<file path="src/ocad_params.svh">
// constants of the on-chip address decoder: windows, enable bits, timing
`ifndef OCAD_PARAMS_SVH
`define OCAD_PARAMS_SVH

// flash bank, user mode
`define OCAD_FLASH_SEC0_BASE 24'h000000
`define OCAD_FLASH_SEC0_LAST 24'h001FFF
`define OCAD_FLASH_SEC3_LAST 24'h007FFF
`define OCAD_TEST_SECTOR_OFFSET 24'h100000
`define OCAD_FLASH_SEC4_BASE 24'h018000
`define OCAD_FLASH_SEC5_BASE 24'h020000
`define OCAD_FLASH_SEC5_LAST 24'h02FFFF
`define OCAD_FLASH_HIGH_LAST 24'h04FFFF
`define OCAD_FLASH_SEC_8K_MASK 24'h001FFF
// special function register areas, two 512-byte blocks
`define OCAD_SFR_BASE 24'h00FE00
`define OCAD_EXTENDED_SPECIAL_FUNCTION_REGISTERS_BASE 24'h00F000
`define OCAD_SFR_AREA_MASK 24'hFFFE00
// extension ram
`define OCAD_RAM1_BASE 24'h00E000
`define OCAD_RAM1_LAST 24'h00E7FF
`define OCAD_RAM2_BASE_RESET 8'h09
`define OCAD_RAM2_MIRROR_BITS 14
// expansion bus peripheral windows (256 byte each)
`define OCAD_CAN1_BASE 24'h00EF00
`define OCAD_CAN2_BASE 24'h00EE00
`define OCAD_RTC_BASE 24'h00ED00
`define OCAD_PWM_BASE 24'h00EC00
`define OCAD_MISC_BASE 24'h00EB00
`define OCAD_I2C_BASE 24'h00EA00
`define OCAD_ASC_BASE 24'h00E900
`define OCAD_SSC_BASE 24'h00E800
`define OCAD_PERIPH_MASK 24'hFFFF00
// enable bit positions
`define OCAD_GLOBAL_EN_BIT 2
`define OCAD_EN_CAN1 0
`define OCAD_EN_CAN2 1
`define OCAD_EN_RAM1 2
`define OCAD_EN_RAM2 3
`define OCAD_EN_RTC 4
`define OCAD_EN_PWM 6
`define OCAD_EN_ASC 7
`define OCAD_EN_SSC 8
`define OCAD_EN_I2C 9
`define OCAD_EN_MISC 10
// segment lines
`define OCAD_SEG_LINES_FULL 4'h8
`define OCAD_SEG_LINES_CAN 4'h4
// timing: peripheral access 62.5 ns, clock 125 MHz; wait-state counts are set directly, not derived from it
`define OCAD_CLK_PERIOD_PS 8000
`define OCAD_PERIPH_ACCESS_PS 62500
`define OCAD_RAM_WAIT_STATES 0
`define OCAD_PERIPH_WAIT_STATES 2

`endif

</file>
<file path="src/ocad_pkg.sv">
// types of the on-chip address decoder
package ocad_pkg;

	typedef enum logic [4:0] {
		OCAD_TGT_FLASH = 5'h00,
		OCAD_TGT_SFR = 5'h01,
		OCAD_TGT_RAM1 = 5'h02,
		OCAD_TGT_RAM2 = 5'h03,
		OCAD_TGT_CAN1 = 5'h04,
		OCAD_TGT_CAN2 = 5'h05,
		OCAD_TGT_RTC = 5'h06,
		OCAD_TGT_PWM = 5'h07,
		OCAD_TGT_ASC = 5'h08,
		OCAD_TGT_SSC = 5'h09,
		OCAD_TGT_I2C = 5'h0A,
		OCAD_TGT_MISC = 5'h0B,
		OCAD_TGT_EXT = 5'h0C
	} ocad_target_t;

	typedef enum logic [2:0] {
		OCAD_ST_IDLE = 3'b001,
		OCAD_ST_WAIT = 3'b010,
		OCAD_ST_DONE = 3'b100
	} ocad_state_t;

	typedef struct packed {
		logic valid;
		logic write;
		logic word;
		logic [23:0] addr;
		logic [15:0] wdata;
	} ocad_req_t;

	typedef struct packed {
		ocad_target_t target;
		logic [23:0] local_addr;
		logic word_only;
		logic [1:0] wait_states;
	} ocad_route_t;

	typedef struct packed {
		ocad_state_t state;
		ocad_route_t route;
		ocad_req_t req;
		logic [1:0] wait_cnt;
		logic [15:0] rdata;
		logic size_err;
		logic [7:0] ram2_base;
	} ocad_state_vec_t;

endpackage : ocad_pkg

</file>
<file path="src/ocad_window.sv">
// one enabled peripheral window compare
`timescale 1ns/10ps
`default_nettype none

module ocad_window
	import ocad_pkg::*;
#(
	parameter logic [23:0] BASE = 24'h000000,
	parameter logic [23:0] MASK = 24'hFFFF00
)
(
	input wire logic [23:0] addr,
	input wire logic global_en,
	input wire logic local_en,
	output logic hit
);

	assign hit = global_en && local_en && ((addr & MASK) == BASE);

endmodule // ocad_window

`default_nettype wire

</file>
<file path="src/ocad_ram2_map.sv">
// second extension ram window and mirror reduction
`timescale 1ns/10ps
`default_nettype none
`include "ocad_params.svh"

module ocad_ram2_map
	import ocad_pkg::*;
#(
	parameter int RAM_ADDR_BITS = 13
)
(
	input wire logic [23:0] addr,
	input wire logic [7:0] base_segment,
	input wire logic global_en,
	input wire logic ram_en,
	output logic hit,
	output logic [23:0] local_addr
);

	// region is one 64K segment; the ram repeats every 8K inside it
	assign hit = global_en && ram_en && (addr[23:16] == base_segment);
	assign local_addr = {{(24 - RAM_ADDR_BITS){1'b0}},
		addr[RAM_ADDR_BITS-1:0]};

endmodule // ocad_ram2_map

`default_nettype wire

</file>
<file path="src/ocad_decoder.sv">
// on-chip address decoder: routes cpu accesses to on-chip targets
`timescale 1ns/10ps
`default_nettype none
`include "ocad_params.svh"

module ocad_decoder
	import ocad_pkg::*;
#(
	parameter int RAM2_ADDR_BITS = 13
)
(
	input wire logic mclk,
	input wire logic arst_n,
	input wire ocad_req_t cpu_req,
	output logic cpu_ready,
	output logic [15:0] cpu_rdata,
	output logic cpu_size_err,
	input wire logic bootstrap_mode,
	input wire logic global_expansion_enable,
	input wire logic [15:0] peripheral_enable_register,
	input wire logic ram2_base_load,
	input wire logic [7:0] second_ram_base_select,
	output logic [7:0] ram2_base,
	output ocad_route_t route,
	output logic route_valid,
	output logic route_write,
	output logic route_word,
	output logic [15:0] route_wdata,
	input wire logic [15:0] target_rdata,
	input wire logic ext_ready,
	output logic [3:0] segment_lines
);

	// ==========================================================
	// window compares
	logic [15:0] pe;
	logic gx;
	logic hit_can1;
	logic hit_can2;
	logic hit_rtc;
	logic hit_pwm;
	logic hit_asc;
	logic hit_ssc;
	logic hit_i2c;
	logic hit_misc;
	logic hit_ram2;
	logic [23:0] ram2_local;
	ocad_state_vec_t cur;
	ocad_state_vec_t next_cur;
	ocad_route_t dec;

	assign pe = peripheral_enable_register;
	assign gx = global_expansion_enable;

	ocad_window #(.BASE(`OCAD_CAN1_BASE), .MASK(`OCAD_PERIPH_MASK)) u_can1
	(
		.addr(cpu_req.addr), .global_en(gx),
		.local_en(pe[`OCAD_EN_CAN1]), .hit(hit_can1)
	);
	ocad_window #(.BASE(`OCAD_CAN2_BASE), .MASK(`OCAD_PERIPH_MASK)) u_can2
	(
		.addr(cpu_req.addr), .global_en(gx),
		.local_en(pe[`OCAD_EN_CAN2]), .hit(hit_can2)
	);
	ocad_window #(.BASE(`OCAD_RTC_BASE), .MASK(`OCAD_PERIPH_MASK)) u_rtc
	(
		.addr(cpu_req.addr), .global_en(gx),
		.local_en(pe[`OCAD_EN_RTC]), .hit(hit_rtc)
	);
	ocad_window #(.BASE(`OCAD_PWM_BASE), .MASK(`OCAD_PERIPH_MASK)) u_pwm
	(
		.addr(cpu_req.addr), .global_en(gx),
		.local_en(pe[`OCAD_EN_PWM]), .hit(hit_pwm)
	);
	ocad_window #(.BASE(`OCAD_ASC_BASE), .MASK(`OCAD_PERIPH_MASK)) u_asc
	(
		.addr(cpu_req.addr), .global_en(gx),
		.local_en(pe[`OCAD_EN_ASC]), .hit(hit_asc)
	);
	ocad_window #(.BASE(`OCAD_SSC_BASE), .MASK(`OCAD_PERIPH_MASK)) u_ssc
	(
		.addr(cpu_req.addr), .global_en(gx),
		.local_en(pe[`OCAD_EN_SSC]), .hit(hit_ssc)
	);
	ocad_window #(.BASE(`OCAD_I2C_BASE), .MASK(`OCAD_PERIPH_MASK)) u_i2c
	(
		.addr(cpu_req.addr), .global_en(gx),
		.local_en(pe[`OCAD_EN_I2C]), .hit(hit_i2c)
	);
	ocad_window #(.BASE(`OCAD_MISC_BASE), .MASK(`OCAD_PERIPH_MASK)) u_misc
	(
		.addr(cpu_req.addr), .global_en(gx),
		.local_en(pe[`OCAD_EN_MISC]), .hit(hit_misc)
	);

	ocad_ram2_map #(.RAM_ADDR_BITS(RAM2_ADDR_BITS)) u_ram2
	(
		.addr(cpu_req.addr),
		.base_segment(cur.ram2_base),
		.global_en(gx),
		.ram_en(pe[`OCAD_EN_RAM2]),
		.hit(hit_ram2),
		.local_addr(ram2_local)
	);

	// ==========================================================
	// address decode, highest priority first
	function automatic ocad_route_t periph(ocad_target_t t,
		logic [23:0] a);
		ocad_route_t r;
		r.target = t;
		r.local_addr = {16'h0000, a[7:0]};
		r.word_only = 1'b1;
		r.wait_states = 2'(`OCAD_PERIPH_WAIT_STATES);
		return r;
	endfunction

	always_comb
	begin
		logic [23:0] a;
		a = cpu_req.addr;
		// default: external interface, disabled windows fall here
		dec.target = OCAD_TGT_EXT;
		dec.local_addr = a;
		dec.word_only = 1'b0;
		dec.wait_states = 2'h0;
		// the hole between the 8K and 32K sectors is not flash
		if (a <= `OCAD_FLASH_SEC3_LAST ||
			(a >= `OCAD_FLASH_SEC4_BASE && a <= `OCAD_FLASH_HIGH_LAST))
		begin
			// sectors six and seven are decoded as flash too
			dec.target = OCAD_TGT_FLASH;
			dec.local_addr = a;
			if (bootstrap_mode && a <= `OCAD_FLASH_SEC0_LAST)
				// test sector lives above the user bank
				dec.local_addr = a | `OCAD_TEST_SECTOR_OFFSET;
		end
		else if ((a & `OCAD_SFR_AREA_MASK) == `OCAD_SFR_BASE ||
			(a & `OCAD_SFR_AREA_MASK) == `OCAD_EXTENDED_SPECIAL_FUNCTION_REGISTERS_BASE)
		begin
			dec.target = OCAD_TGT_SFR;
			dec.word_only = 1'b0;
		end
		else if (hit_can1)
			dec = periph(OCAD_TGT_CAN1, a);
		else if (hit_can2)
			dec = periph(OCAD_TGT_CAN2, a);
		else if (hit_rtc)
			dec = periph(OCAD_TGT_RTC, a);
		else if (hit_pwm)
			dec = periph(OCAD_TGT_PWM, a);
		else if (hit_asc)
			dec = periph(OCAD_TGT_ASC, a);
		else if (hit_ssc)
			dec = periph(OCAD_TGT_SSC, a);
		else if (hit_i2c)
			dec = periph(OCAD_TGT_I2C, a);
		else if (hit_misc)
			dec = periph(OCAD_TGT_MISC, a);
		else if (gx && pe[`OCAD_EN_RAM1] && a >= `OCAD_RAM1_BASE &&
			a <= `OCAD_RAM1_LAST)
		begin
			dec.target = OCAD_TGT_RAM1;
			dec.local_addr = a - `OCAD_RAM1_BASE;
			dec.wait_states = 2'(`OCAD_RAM_WAIT_STATES);
		end
		else if (hit_ram2)
		begin
			dec.target = OCAD_TGT_RAM2;
			dec.local_addr = ram2_local;
			dec.wait_states = 2'(`OCAD_RAM_WAIT_STATES);
		end
	end

	// ==========================================================
	// access sequencer
	always_comb
	begin
		next_cur = cur;
		next_cur.size_err = 1'b0;
		if (ram2_base_load)
			next_cur.ram2_base = second_ram_base_select;
		unique case (cur.state)
			OCAD_ST_IDLE:
			begin
				if (cpu_req.valid)
				begin
					next_cur.req = cpu_req;
					next_cur.route = dec;
					next_cur.wait_cnt = dec.wait_states;
					// byte access to a word-only peripheral is refused
					if (dec.word_only && !cpu_req.word)
					begin
						next_cur.size_err = 1'b1;
						next_cur.state = OCAD_ST_DONE;
						next_cur.rdata = 16'h0000;
					end
					else
						next_cur.state = OCAD_ST_WAIT;
				end
			end
			OCAD_ST_WAIT:
			begin
				if (cur.wait_cnt != 2'h0)
					next_cur.wait_cnt = cur.wait_cnt - 2'h1;
				else if (cur.route.target != OCAD_TGT_EXT || ext_ready)
				begin
					next_cur.rdata = cur.req.word ? target_rdata :
						{8'h00, target_rdata[7:0]};
					next_cur.state = OCAD_ST_DONE;
				end
			end
			OCAD_ST_DONE:
			begin
				next_cur.state = OCAD_ST_IDLE;
			end
		endcase
	end

	always_ff @(posedge mclk or negedge arst_n)
	begin
		if (!arst_n)
		begin
			cur <= '{state: OCAD_ST_IDLE,
				route: '{target: OCAD_TGT_EXT, local_addr: 24'h000000,
				word_only: 1'b0, wait_states: 2'h0},
				req: '0, wait_cnt: 2'h0, rdata: 16'h0000,
				size_err: 1'b0,
				ram2_base: `OCAD_RAM2_BASE_RESET};
		end
		else
			cur <= next_cur;
	end

	// ==========================================================
	// outputs
	assign cpu_ready = (cur.state == OCAD_ST_DONE);
	assign cpu_rdata = cur.rdata;
	assign cpu_size_err = cur.size_err;
	assign ram2_base = cur.ram2_base;
	assign route = cur.route;
	assign route_valid = (cur.state == OCAD_ST_WAIT);
	assign route_write = cur.req.write;
	assign route_word = cur.req.word;
	assign route_wdata = cur.req.wdata;
	// no bit-addressable path exists for ram targets
	assign segment_lines = (gx && (pe[`OCAD_EN_CAN1] || pe[`OCAD_EN_CAN2])) ?
		`OCAD_SEG_LINES_CAN : `OCAD_SEG_LINES_FULL;

	// ==========================================================
	// checks
	property p_periph_wait;
		@(posedge mclk) disable iff (!arst_n)
		(cur.state == OCAD_ST_IDLE && cpu_req.valid && dec.word_only &&
		cpu_req.word) |=> route_valid [*3] ##1 cpu_ready;
	endproperty
	a_periph_wait: assert property (p_periph_wait)
		else $error("peripheral access not three cycles");

	property p_ram_zero_wait;
		@(posedge mclk) disable iff (!arst_n)
		(cur.state == OCAD_ST_IDLE && cpu_req.valid &&
		(dec.target == OCAD_TGT_RAM1 || dec.target == OCAD_TGT_RAM2))
		|=> ##1 cpu_ready;
	endproperty
	a_ram_zero_wait: assert property (p_ram_zero_wait)
		else $error("ram access has wait states");

	property p_ram1_enable;
		@(posedge mclk) disable iff (!arst_n)
		(dec.target == OCAD_TGT_RAM1) |-> (gx && pe[`OCAD_EN_RAM1]);
	endproperty
	a_ram1_enable: assert property (p_ram1_enable)
		else $error("first ram decoded while disabled");

	property p_ram1_ext;
		@(posedge mclk) disable iff (!arst_n)
		(!gx && cpu_req.addr >= `OCAD_RAM1_BASE &&
		cpu_req.addr <= `OCAD_RAM1_LAST) |-> dec.target == OCAD_TGT_EXT;
	endproperty
	a_ram1_ext: assert property (p_ram1_ext)
		else $error("disabled first ram not external");

	property p_can_enable;
		@(posedge mclk) disable iff (!arst_n)
		(dec.target == OCAD_TGT_CAN1) |-> (gx && pe[`OCAD_EN_CAN1]);
	endproperty
	a_can_enable: assert property (p_can_enable)
		else $error("first can decoded while disabled");

	property p_flash_low;
		@(posedge mclk) disable iff (!arst_n)
		(cpu_req.addr <= `OCAD_FLASH_SEC3_LAST ||
		(cpu_req.addr >= `OCAD_FLASH_SEC4_BASE &&
		cpu_req.addr <= `OCAD_FLASH_HIGH_LAST)) |->
		dec.target == OCAD_TGT_FLASH;
	endproperty
	a_flash_low: assert property (p_flash_low)
		else $error("flash range not routed to flash");

	property p_size_err;
		@(posedge mclk) disable iff (!arst_n)
		(cur.state == OCAD_ST_IDLE && cpu_req.valid && dec.word_only &&
		!cpu_req.word) |=> cpu_ready && cpu_size_err;
	endproperty
	a_size_err: assert property (p_size_err)
		else $error("byte access to peripheral not refused");

	property p_seg_lines;
		@(posedge mclk) disable iff (!arst_n)
		(gx && pe[`OCAD_EN_CAN2]) |-> segment_lines == `OCAD_SEG_LINES_CAN;
	endproperty
	a_seg_lines: assert property (p_seg_lines)
		else $error("segment lines not limited");

	property p_ram2_base_hold;
		@(posedge mclk) disable iff (!arst_n)
		!ram2_base_load |=> ram2_base == $past(ram2_base);
	endproperty
	a_ram2_base_hold: assert property (p_ram2_base_hold)
		else $error("second ram base changed without load");

	c_ram2: cover property (@(posedge mclk) disable iff (!arst_n)
		dec.target == OCAD_TGT_RAM2 && cpu_req.valid);
	c_can1: cover property (@(posedge mclk) disable iff (!arst_n)
		route_valid && route.target == OCAD_TGT_CAN1);
	c_ext: cover property (@(posedge mclk) disable iff (!arst_n)
		route_valid && route.target == OCAD_TGT_EXT ##1 !ext_ready);
	c_boot: cover property (@(posedge mclk) disable iff (!arst_n)
		bootstrap_mode && cpu_req.valid && cpu_req.addr == 24'h000000);

endmodule // ocad_decoder

`default_nettype wire

</file>
<file path="config.mk">
export PLATFORM = sky130hd
export DESIGN_NAME = ocad_decoder
export DESIGN_NICKNAME = d
export VERILOG_FILES = /design/src/ocad_pkg.sv /design/src/ocad_window.sv /design/src/ocad_ram2_map.sv /design/src/ocad_decoder.sv
export VERILOG_INCLUDE_DIRS = /design/src /design/src/src
export SDC_FILE = /design/constraint.sdc
export NUM_CORES = 1
export LEC_CHECK = 0
export BUFFER_PORTS_ARGS = -buffer_cell sky130_fd_sc_hd__buf_2
export CORE_AREA = 2 2 101 103
export DETAILED_ROUTE_END_ITERATION = 6
export DIE_AREA = 0 0 103 105
export PLACE_DENSITY = 0.71
export SETUP_SLACK_MARGIN = 0.4
export SKIP_LAST_GASP = 1
export SYNTH_ARGS = -nofsm -noshare
export SYNTH_HDL_FRONTEND = slang
export SYNTH_SLANG_ARGS = --single-unit
</file>
<file path="constraint.sdc">
create_clock -name mclk -period 2.3 [get_ports mclk]
set_input_delay 0.345 -clock mclk [delete_from_list [all_inputs] [get_ports mclk]]
set_output_delay 0.345 -clock mclk [all_outputs]
set_load 0.02 [all_outputs]
</file>
==> summary.md, run 1 <==
| Metric | Value |
|---|---|
| Status | `complete, no violations` |
| Initial core utilization | `44.4%` |
| Count of max-cap constraint violations | `0` |
| Min-Delay Path Class | `in -> reg` |
| Most used flip-flop cell after synthesis | `sky130_fd_sc_hd__dfrtp_1` |
| TritonCTS Buffers | `9` |
| Worst clock skew on the final layout | `0.00725 ns` |
| Yosys warns | `0` |
| Total global routing track utilization | `20.9%` |
| Number of nets in the final layout | `676` |
| Number of ports placed on the die boundary | `170` |
| Area of the die | `10800 µm²` |
| Number of global-route vias before repair | `3586` |
| Worst Path Max Fanout | `16` |
| Crit path kind | `in -> reg` |
| Row count | `36` |
| Area growth syn-to-layout | `27.0%` |
| Async set-reset flop share out of synthesis | `100%` |
| Cell area power density | `1020 nW/µm²` |
| Final setup violating endpoints | `0` |
| Worst ir drop on vdd | `0.341 mV` |
| Hold Slack | `0.177 ns` |
| Share of the clock period used by the worst path | `88.7%` |
| Die X-Extent | `103 µm` |
| Most used cells in the layout excluding fill and tap cells | `sky130_fd_sc_hd__buf_2 (155), sky130_fd_sc_hd__nand2_1 (111), sky130_fd_sc_hd__dfrtp_1 (71), sky130_fd_sc_hd__buf_4 (46), sky130_fd_sc_hd__o21ai_0 (12)` |
| Count of routing violations after the opening detailed-route iteration | `161` |
| Antenna diode count | `0` |
| Sequential area share after synthesis | `45.1%` |
| Antenna violations before repair | `0` |
| Mean cell area of the mapped netlist | `9.41 µm²` |
| Total standard cell area after synthesis | `4280 µm²` |
| Synth Instances | `455` |
| Antenna Violating Nets Remaining | `0` |
| Final Hold Fails | `0` |
| Post-detailed-route wirelength per cell | `15.7 µm` |
| Cell area reported after detailed placement | `5000 µm²` |
| Post-detail-place hpwl | `8550 µm` |
| Mean number of vias per cell | `5.12` |
| Remaining DRCs | `0` |
| Synth unique cells | `61` |
| Endpoint arrival time on the critical path | `2.28 ns` |
| Area taken by flip-flops and latches | `1930 µm²` |
| Most common library cell in the layout ignoring fill and taps | `sky130_fd_sc_hd__buf_2` |
| Least-Margin Pin Slew | `0.639 ns` |
| Number of max-slew violations in the final report | `0` |
| Port buffer count | `159` |
| Clock tree from TritonCTS | `yes` |
| Kind of end point of the critical path | `flip-flop` |
| Pin count of the biggest net entering global routing | `47` |
| Setup repair after global routing missed its margin | `yes` |
| PnR Total Power | `5.54 mW` |
| Flip-flop and latch count after synthesis | `77` |
| Number of filler instances in the final layout | `911` |
| First-pass GRT wire length | `17600 µm` |
| Leakage power summed over all cells | `2.78 nW` |
| Routability congestion estimate from global placement | `0.898` |
| Cells after DPL | `700` |
| Share of cells above drive strength 1 | `45.9%` |
| Critical Path Source Type | `input port` |
| Buffer depth of the longest clock path | `2` |
| Number of synthesized flops with an enable pin | `0` |
| Number of sinks handled by clock tree synthesis | `77` |
| Multi-input gate area | `1880 µm²` |
| Die boundary height | `105 µm` |
| Total number of vias | `3705` |
| Root Buffer | `sky130_fd_sc_hd__clkbuf_8` |
| Total core area | `9640 µm²` |
| FMAX | `490 MHz` |
| Required time of the critical path | `2.54 ns` |
| Insertion delay to the later sink of the worst-skew pair | `0.35 ns` |
| Count of TritonRoute iterations in the first routing pass | `4` |
| Remaining global-route overflow | `0` |
| Shortest period the worst path allows | `2.04 ns` |
| CTS H-Tree Depth | `3` |
| Clock input transition at the sequential cells of the worst setup and hold paths | `0.08 ns` |
| Non-Filler Instances | `723` |
| Worst slew margin relative to its limit | `57.4%` |
| Total Wirelength | `11300 µm` |
| Finished layout cell area | `5440 µm²` |
## registers in the layout (all words and copies together) (netlist names)
register / cells
route_write: 1
cpu_rdata: 16
cur: 5
route_word: 1
route_wdata: 16
route: 29
cpu_size_err: 1
ram2_base: 8
## timing repair
item / CTS / global route
cloned: 0 / 0
resized for setup: 11 / 20
pin swaps: 2 / 7
setup endpoints to repair: 29 / 32
hold buffers: 1 / 0
endpoints found under the hold margin: 29 / 0
setup buffers: 1 / 5
## kinds of logic (layout without fill, tap and decap cells)
group	Yosys count	after routing	share of synthesized area, %
mux	19	19	5.00
flops	77	77	45.1
compound gates	79	79	14.0
other cells	1	4	0.0876
xor+xnor	8	8	1.64
simple gates	172	172	18.3
fa+ha+maj	2	2	0.584
buf+inv	97	229	15.2
## final timing paths
path	end	slack, ns	depth (start not counted)	start
min in group asynchronous	cpu_rdata[7]	0.47	2	arst_n
max in group asynchronous	cur[102]	1.16	3	arst_n
worst max-delay path	cpu_rdata[8]	0.26	6	cpu_req[32]
worst min-delay path	route_wdata[12]	0.18	3	cpu_req[12]
worst min register to register	route_wdata[6]	0.47	2	route_wdata[6]
worst max register to register	cpu_rdata[8]	0.44	4	cur[104]
## power breakdown
group	switching (mW)	internal [mW]	total (mW)
Combinational	1.35	0.848	2.20
Sequential	0.308	1.85	2.16
Clock	0.510	0.672	1.18
Total	2.17	3.37	5.54
## cell type report
class                           instances  share of cell area, %
Clock buffer                           11                   2.78
Clock inverter                          5                   1.50
Inverter                                5                  0.345
Multi-Input combinational cell        284                   34.6
Sequential cell                        77                   35.6
Tap cell                              133                   3.06
Timing Repair Buffer                  208                   22.2
## metrics by stage
stage / util [%] / worst slack (ns) / setup TNS (ns)
2_1_floorplan: - / -0.0500 / -0.454
3_3_place_gp: 51.9 / -0.126 / -2.16
3_5_place_dp: 51.9 / -0.158 / -2.65
4_1_cts: 55.0 / 0.221 / 0
5_1_grt: 56.4 / 0.192 / 0
6_report: 56.4 / 0.260 / 0
## routing by layer
metal | part of all wire, % | wire length, µm | GRT usage (%) | vias up
met5 | 0 | 0 | 0 | -
li1 | - | - | - | 1770
met2 | 50 | 5640 | 35.2 | 152
met3 | 7.2 | 818 | 5.42 | 6
met4 | 0.93 | 105 | 5.55 | 0
met1 | 42 | 4760 | 26.2 | 1777
## synthesized netlist by cell type, types with 3 or more instances
| cell | number | area share [%] |
|---|---|---|
| sky130_fd_sc_hd__or4_1 | 3 | 0.53 |
| sky130_fd_sc_hd__o2bb2ai_1 | 5 | 1.0 |
| sky130_fd_sc_hd__o211ai_1 | 3 | 0.53 |
| sky130_fd_sc_hd__o22ai_1 | 5 | 0.73 |
| sky130_fd_sc_hd__xor2_1 | 7 | 1.4 |
| sky130_fd_sc_hd__dfstp_2 | 5 | 3.1 |
| sky130_fd_sc_hd__mux2_2 | 9 | 2.4 |
| sky130_fd_sc_hd__inv_1 | 5 | 0.44 |
| sky130_fd_sc_hd__nand2_1 | 112 | 9.8 |
| sky130_fd_sc_hd__a211oi_1 | 4 | 0.70 |
| sky130_fd_sc_hd__mux2i_1 | 9 | 2.1 |
| sky130_fd_sc_hd__a32o_1 | 8 | 1.9 |
| sky130_fd_sc_hd__buf_1 | 5 | 0.44 |
| sky130_fd_sc_hd__a21oi_1 | 7 | 0.82 |
| sky130_fd_sc_hd__a22o_1 | 8 | 1.6 |
| sky130_fd_sc_hd__a2111oi_0 | 3 | 0.61 |
| sky130_fd_sc_hd__o31ai_1 | 3 | 0.53 |
| sky130_fd_sc_hd__nor4_1 | 7 | 1.0 |
| sky130_fd_sc_hd__clkbuf_1 | 11 | 0.96 |
| sky130_fd_sc_hd__o21ai_0 | 13 | 1.5 |
| sky130_fd_sc_hd__nand2b_1 | 4 | 0.58 |
| sky130_fd_sc_hd__a31oi_1 | 4 | 0.58 |
| sky130_fd_sc_hd__dfrtp_1 | 72 | 42 |
| sky130_fd_sc_hd__or2_2 | 4 | 0.58 |
| sky130_fd_sc_hd__nor2_1 | 13 | 1.1 |
| sky130_fd_sc_hd__nand3_1 | 7 | 0.82 |
| sky130_fd_sc_hd__nor3_1 | 3 | 0.35 |
| sky130_fd_sc_hd__buf_4 | 74 | 13 |
## worst max-delay path: stages
cell and delay, ns:
sky130_fd_sc_hd__buf_6 0.09, sky130_fd_sc_hd__or4_4 0.54, sky130_fd_sc_hd__or4_4 0.61, sky130_fd_sc_hd__nor3_4 0.23
sky130_fd_sc_hd__o32ai_4 0.18, sky130_fd_sc_hd__a32o_1 0.27
Note: power is estimated with default switching activity, not from simulation.
==> run 2: changes to the inputs <==
ABC_AREA = 1   (was default)
CORE_AREA = 2 2 105 107   (was 2 2 101 103)
DIE_AREA = 0 0 107 109   (was 0 0 103 105)
PLACE_DENSITY = 0.7   (was 0.71)
REMOVE_ABC_BUFFERS = 1   (was default)
==> summary.md, run 2 <==
| Metric | Value |
|---|---|
| TritonCTS Buffers | `9 (unchanged)` |
| Share of the synthesized area in the top cell type | `38.8% (-3.3 points)` |
| Delay of the slowest cell on the worst path | `0.54 ns (-0.07 ns)` |
| Startpoint of the most critical register-to-register path | `ram2_base[0]` |
| Total number of vias | `4152 (+12%)` |
| Final setup violating endpoints | `0 (unchanged)` |
| Worst slew margin relative to its limit | `56.8% (-0.55 points)` |
| Most used cells in the layout excluding fill and tap cells | `sky130_fd_sc_hd__nand2_1 (175), sky130_fd_sc_hd__buf_2 (157), sky130_fd_sc_hd__dfrtp_1 (72), sky130_fd_sc_hd__inv_1 (44), sky130_fd_sc_hd__nand3_1 (40)` |
| Insertion delay to the later sink of the worst-skew pair | `0.35 ns (about the same)` |
| Mean cell area of the mapped netlist | `7.73 µm² (-18%)` |
| Remaining global-route overflow | `0 (unchanged)` |
| PnR Total Power | `5.89 mW (+6.4%)` |
| Share of the clock period used by the worst path | `80.5% (-8.1 points)` |
| Port buffer count | `159 (unchanged)` |
| Die boundary height | `109 µm (+3.8%)` |
| Shortest period the worst path allows | `1.85 ns (-0.187 ns)` |
| Area growth syn-to-layout | `17.5%` |
| FMAX | `540 MHz (+10%)` |
| Total Wirelength | `11200 µm (-1.1%)` |
| First-pass GRT wire length | `18000 µm (+2.4%)` |
| Flip-flop and latch count after synthesis | `77 (unchanged)` |
| Worst Reg2Reg Path Length in Cells | `18 (+14)` |
| Library cell with the largest summed area after synthesis | `sky130_fd_sc_hd__dfrtp_1` |
| Critical Path Source Type | `flip-flop` |
| Mean number of vias per cell | `4.84 (-5.5%)` |
| Number of flip-flops in the largest register | `29 (unchanged)` |
| Die X-Extent | `107 µm (+3.9%)` |
| Synth unique cells | `43 (-30%)` |
| Sequential area share after synthesis | `41.6% (-3.5 points)` |
| Number of sinks handled by clock tree synthesis | `77 (unchanged)` |
| Cts hold-fix bufs | `0 (-1)` |
| Endpoint arrival time on the critical path | `2.14 ns (-0.14 ns)` |
| Count of routing violations after the opening detailed-route iteration | `186 (+16%)` |
| Post-detail-place hpwl | `8540 µm (about the same)` |
| Number of ports placed on the die boundary | `170 (unchanged)` |
| Routability congestion estimate from global placement | `0.901 (+0.35%)` |
| Yosys warns | `0 (unchanged)` |
| Area of the die | `11700 µm² (+7.8%)` |
| Antenna diode count | `0 (unchanged)` |
| Cell area reported after detailed placement | `5100 µm² (+2.0%)` |
| Worst Path Buf+Inv | `1 (unchanged)` |
| Required time of the critical path | `2.59 ns (+0.05 ns)` |
| Count of TritonRoute iterations in the first routing pass | `4 (unchanged)` |
| CTS H-Tree Depth | `3 (unchanged)` |
| Ranking of synthesized cells by instance count | `sky130_fd_sc_hd__nand2_1 (179), sky130_fd_sc_hd__buf_4 (75), sky130_fd_sc_hd__dfrtp_1 (72)` |
| Crit path kind | `reg -> reg` |
| DP Worst Slack | `0.0592 ns (+0.217 ns)` |
| Antenna Violating Nets Remaining | `0 (unchanged)` |
| Total negative setup slack | `0 ns (unchanged)` |
| Slowest CP cell | `sky130_fd_sc_hd__dfstp_2` |
| Buffer depth of the longest clock path | `2 (unchanged)` |
| Hold Slack | `0.0209 ns (-0.156 ns)` |
| Worst ir drop on vdd | `0.608 mV (+78%)` |
| Setup slack, reg-to-reg | `0.45 ns (about the same)` |
| Total global routing track utilization | `19.4% (-1.4 points)` |
| Status | `complete, no violations` |
| Category of cells accounting for the largest share of critical-path delay | `simple AND/OR/NAND/NOR gates` |
| Most common library cell in the layout ignoring fill and taps | `sky130_fd_sc_hd__nand2_1` |
| Pin count of the biggest net entering global routing | `50 (+6.4%)` |
| Endpoint of the worst register-to-register path | `route[27]` |
| Post-detailed-route wirelength per cell | `13.1 µm (-17%)` |
| Clock tree from TritonCTS | `yes` |
| Root Buffer | `sky130_fd_sc_hd__clkbuf_8` |
| Finished layout cell area | `5460 µm² (+0.34%)` |
| Cell types occupying the most area after synthesis | `sky130_fd_sc_hd__dfrtp_1 (39%), sky130_fd_sc_hd__nand2_1 (14%), sky130_fd_sc_hd__buf_4 (12%), sky130_fd_sc_hd__nand3_1 (4.4%), sky130_fd_sc_hd__inv_1 (3.6%)` |
| Cell area power density | `1080 nW/µm² (+6.0%)` |
| Min-Delay Path Class | `in -> async` |
| Clock input transition at the sequential cells of the worst setup and hold paths | `0.08 ns (about the same)` |
| Most frequent cell after synthesis | `sky130_fd_sc_hd__nand2_1` |
| CP dominant cell by count | `sky130_fd_sc_hd__nand2_1` |
| Worst clock skew on the final layout | `0.00812 ns (+0.000868 ns)` |
| Final Hold Fails | `0 (unchanged)` |
| Setup repair after global routing missed its margin | `yes` |
| Remaining DRCs | `0 (unchanged)` |
| Number of global-route vias before repair | `3917 (+9.2%)` |
| Least-Margin Pin Slew | `0.648 ns (+0.00827 ns)` |
| Cell Chain, Critical Path | `inv_2 > nand2_2 > nand2_1 > nor2_1 > nand3_2 > nor2_4 > nand2_2 > nand2_1 > nand2_1 > nand2_1 > nand2_1 > nand2_1 > nand2_1 > nand2_1 > nand2_1 > nand2_1 > nand2_1 > nand2_1` |
| Async set-reset flop share out of synthesis | `100% (unchanged)` |
| Leakage power summed over all cells | `3.05 nW (+9.5%)` |
| Synth Instances | `601 (+32%)` |
| Number of max-slew violations in the final report | `0 (unchanged)` |
| Kind of end point of the critical path | `flip-flop` |
| Total standard cell area after synthesis | `4640 µm² (+8.4%)` |
| Count of max-cap constraint violations | `0 (unchanged)` |
| Number of synthesized flops with an enable pin | `0 (unchanged)` |
| Worst-case setup margin in the final layout | `0.447 ns (+0.187 ns)` |
| Total core area | `10600 µm² (+10%)` |
| Row count | `38 (+5.6%)` |
| Number of nets in the final layout | `803 (+19%)` |
| Initial core utilization | `43.8% (-0.63 points)` |
| Most used flip-flop cell after synthesis | `sky130_fd_sc_hd__dfrtp_1` |
| Share of cells above drive strength 1 | `36.7% (-9.3 points)` |
| Antenna violations before repair | `0 (unchanged)` |
| Worst Path Max Fanout | `3 (-13)` |
## run 2: changes by cell type in the layout (fill, tap and decap cells not counted), sizes merged, moves of 7 or more
cell / delta
a32o: -7
nand4: +14
inv: +43
nand2: +86
o21ai: +19
nor2: +37
xor2: -7
mux2: -7
a21oi: +11
nand3: +35
buf: -22
mux2i: -9
## run 2: cells by family (layout without fill, tap and decap cells)
| logic type | count (synthesis) | after routing | share of synthesized area (%) |
|---|---|---|---|
| buffers and inverters | 140 | 253 | 18.4 |
| xor gates and xnor gates | 3 | 3 | 0.566 |
| and+or+nand+nor | 316 | 316 | 30.5 |
| other | 1 | 4 | 0.0807 |
| AOI/OAI and AO/OA | 60 | 60 | 7.79 |
| DFF | 77 | 77 | 41.6 |
| muxes | 2 | 2 | 0.485 |
| adders and majority gates | 2 | 2 | 0.539 |
## run 2: power by group
group | switching, mW | leakage, nW | total (mW) | internal, mW
sequential | 0.308 | 0.969 | 2.21 | 1.91
combinational | 1.78 | 1.98 | 2.67 | 0.894
clock | 0.502 | 0.101 | 1.01 | 0.507
## run 2: what timing repair did
| item | CTS | global route |
|---|---|---|
| gates resized for setup | 1 | 18 |
| buffers inserted | 1 | 13 |
| endpoints found under the setup margin | 1 | 24 |
| pin swaps | 1 | 14 |
## run 2: worst max path at each step
stage / cells after the start / from / to / slack [ns]
final: 18 / ram2_base[0] / route[27] / 0.45
after detailed placement: 17 / cpu_req[33] / cpu_rdata[10] / 0.06
after global routing: 18 / ram2_base[0] / route[27] / 0.29
after global placement: 17 / cpu_req[33] / cpu_rdata[11] / 0.14
after CTS: 3 / cur[102] / route_valid / 0.42
after floorplan: 5 / cur[102] / route[30] / -1.68
## run 2: final cells by class
cell class              instances  area [µm²]
clock buffers                  13         179
repair buffers                186        1020
flip-flops and latches         77        1930
well taps                     140         175
multi-input cells             387        1920
clock inverters                 3        17.5
inverters                      51         209
fillers                      1067        5140
## run 2: routing by layer
metal	global-route usage (%)	up-vias	part of all wire, %
met1	24.6	1926	44
met5	0	-	0
met2	31.8	143	48
li1	-	2065	-
met3	4.96	18	6.3
met4	8.16	0	1.7
## run 2: worst register-to-register path, stage by stage, from the launching register on
cell                      delay (ns)
sky130_fd_sc_hd__dfstp_2        0.54
sky130_fd_sc_hd__inv_2          0.05
sky130_fd_sc_hd__nand2_2        0.07
sky130_fd_sc_hd__nand2_1        0.06
sky130_fd_sc_hd__nor2_1         0.13
sky130_fd_sc_hd__nand3_2        0.13
sky130_fd_sc_hd__nor2_4         0.14
sky130_fd_sc_hd__nand2_2        0.08
sky130_fd_sc_hd__nand2_1        0.06
sky130_fd_sc_hd__nand2_1        0.04
sky130_fd_sc_hd__nand2_1        0.05
sky130_fd_sc_hd__nand2_1        0.05
sky130_fd_sc_hd__nand2_1        0.05
sky130_fd_sc_hd__nand2_1        0.05
sky130_fd_sc_hd__nand2_1        0.05
sky130_fd_sc_hd__nand2_1        0.05
sky130_fd_sc_hd__nand2_1        0.08
sky130_fd_sc_hd__nand2_1        0.06
sky130_fd_sc_hd__nand2_1        0.05
## run 2: through the flow
stage	std cells	util [%]
after CTS	844	50.1
final	857	51.5
after global routing	857	51.5
after global placement	827	48.1
after detailed placement	827	48.1
after floorplan	515	-
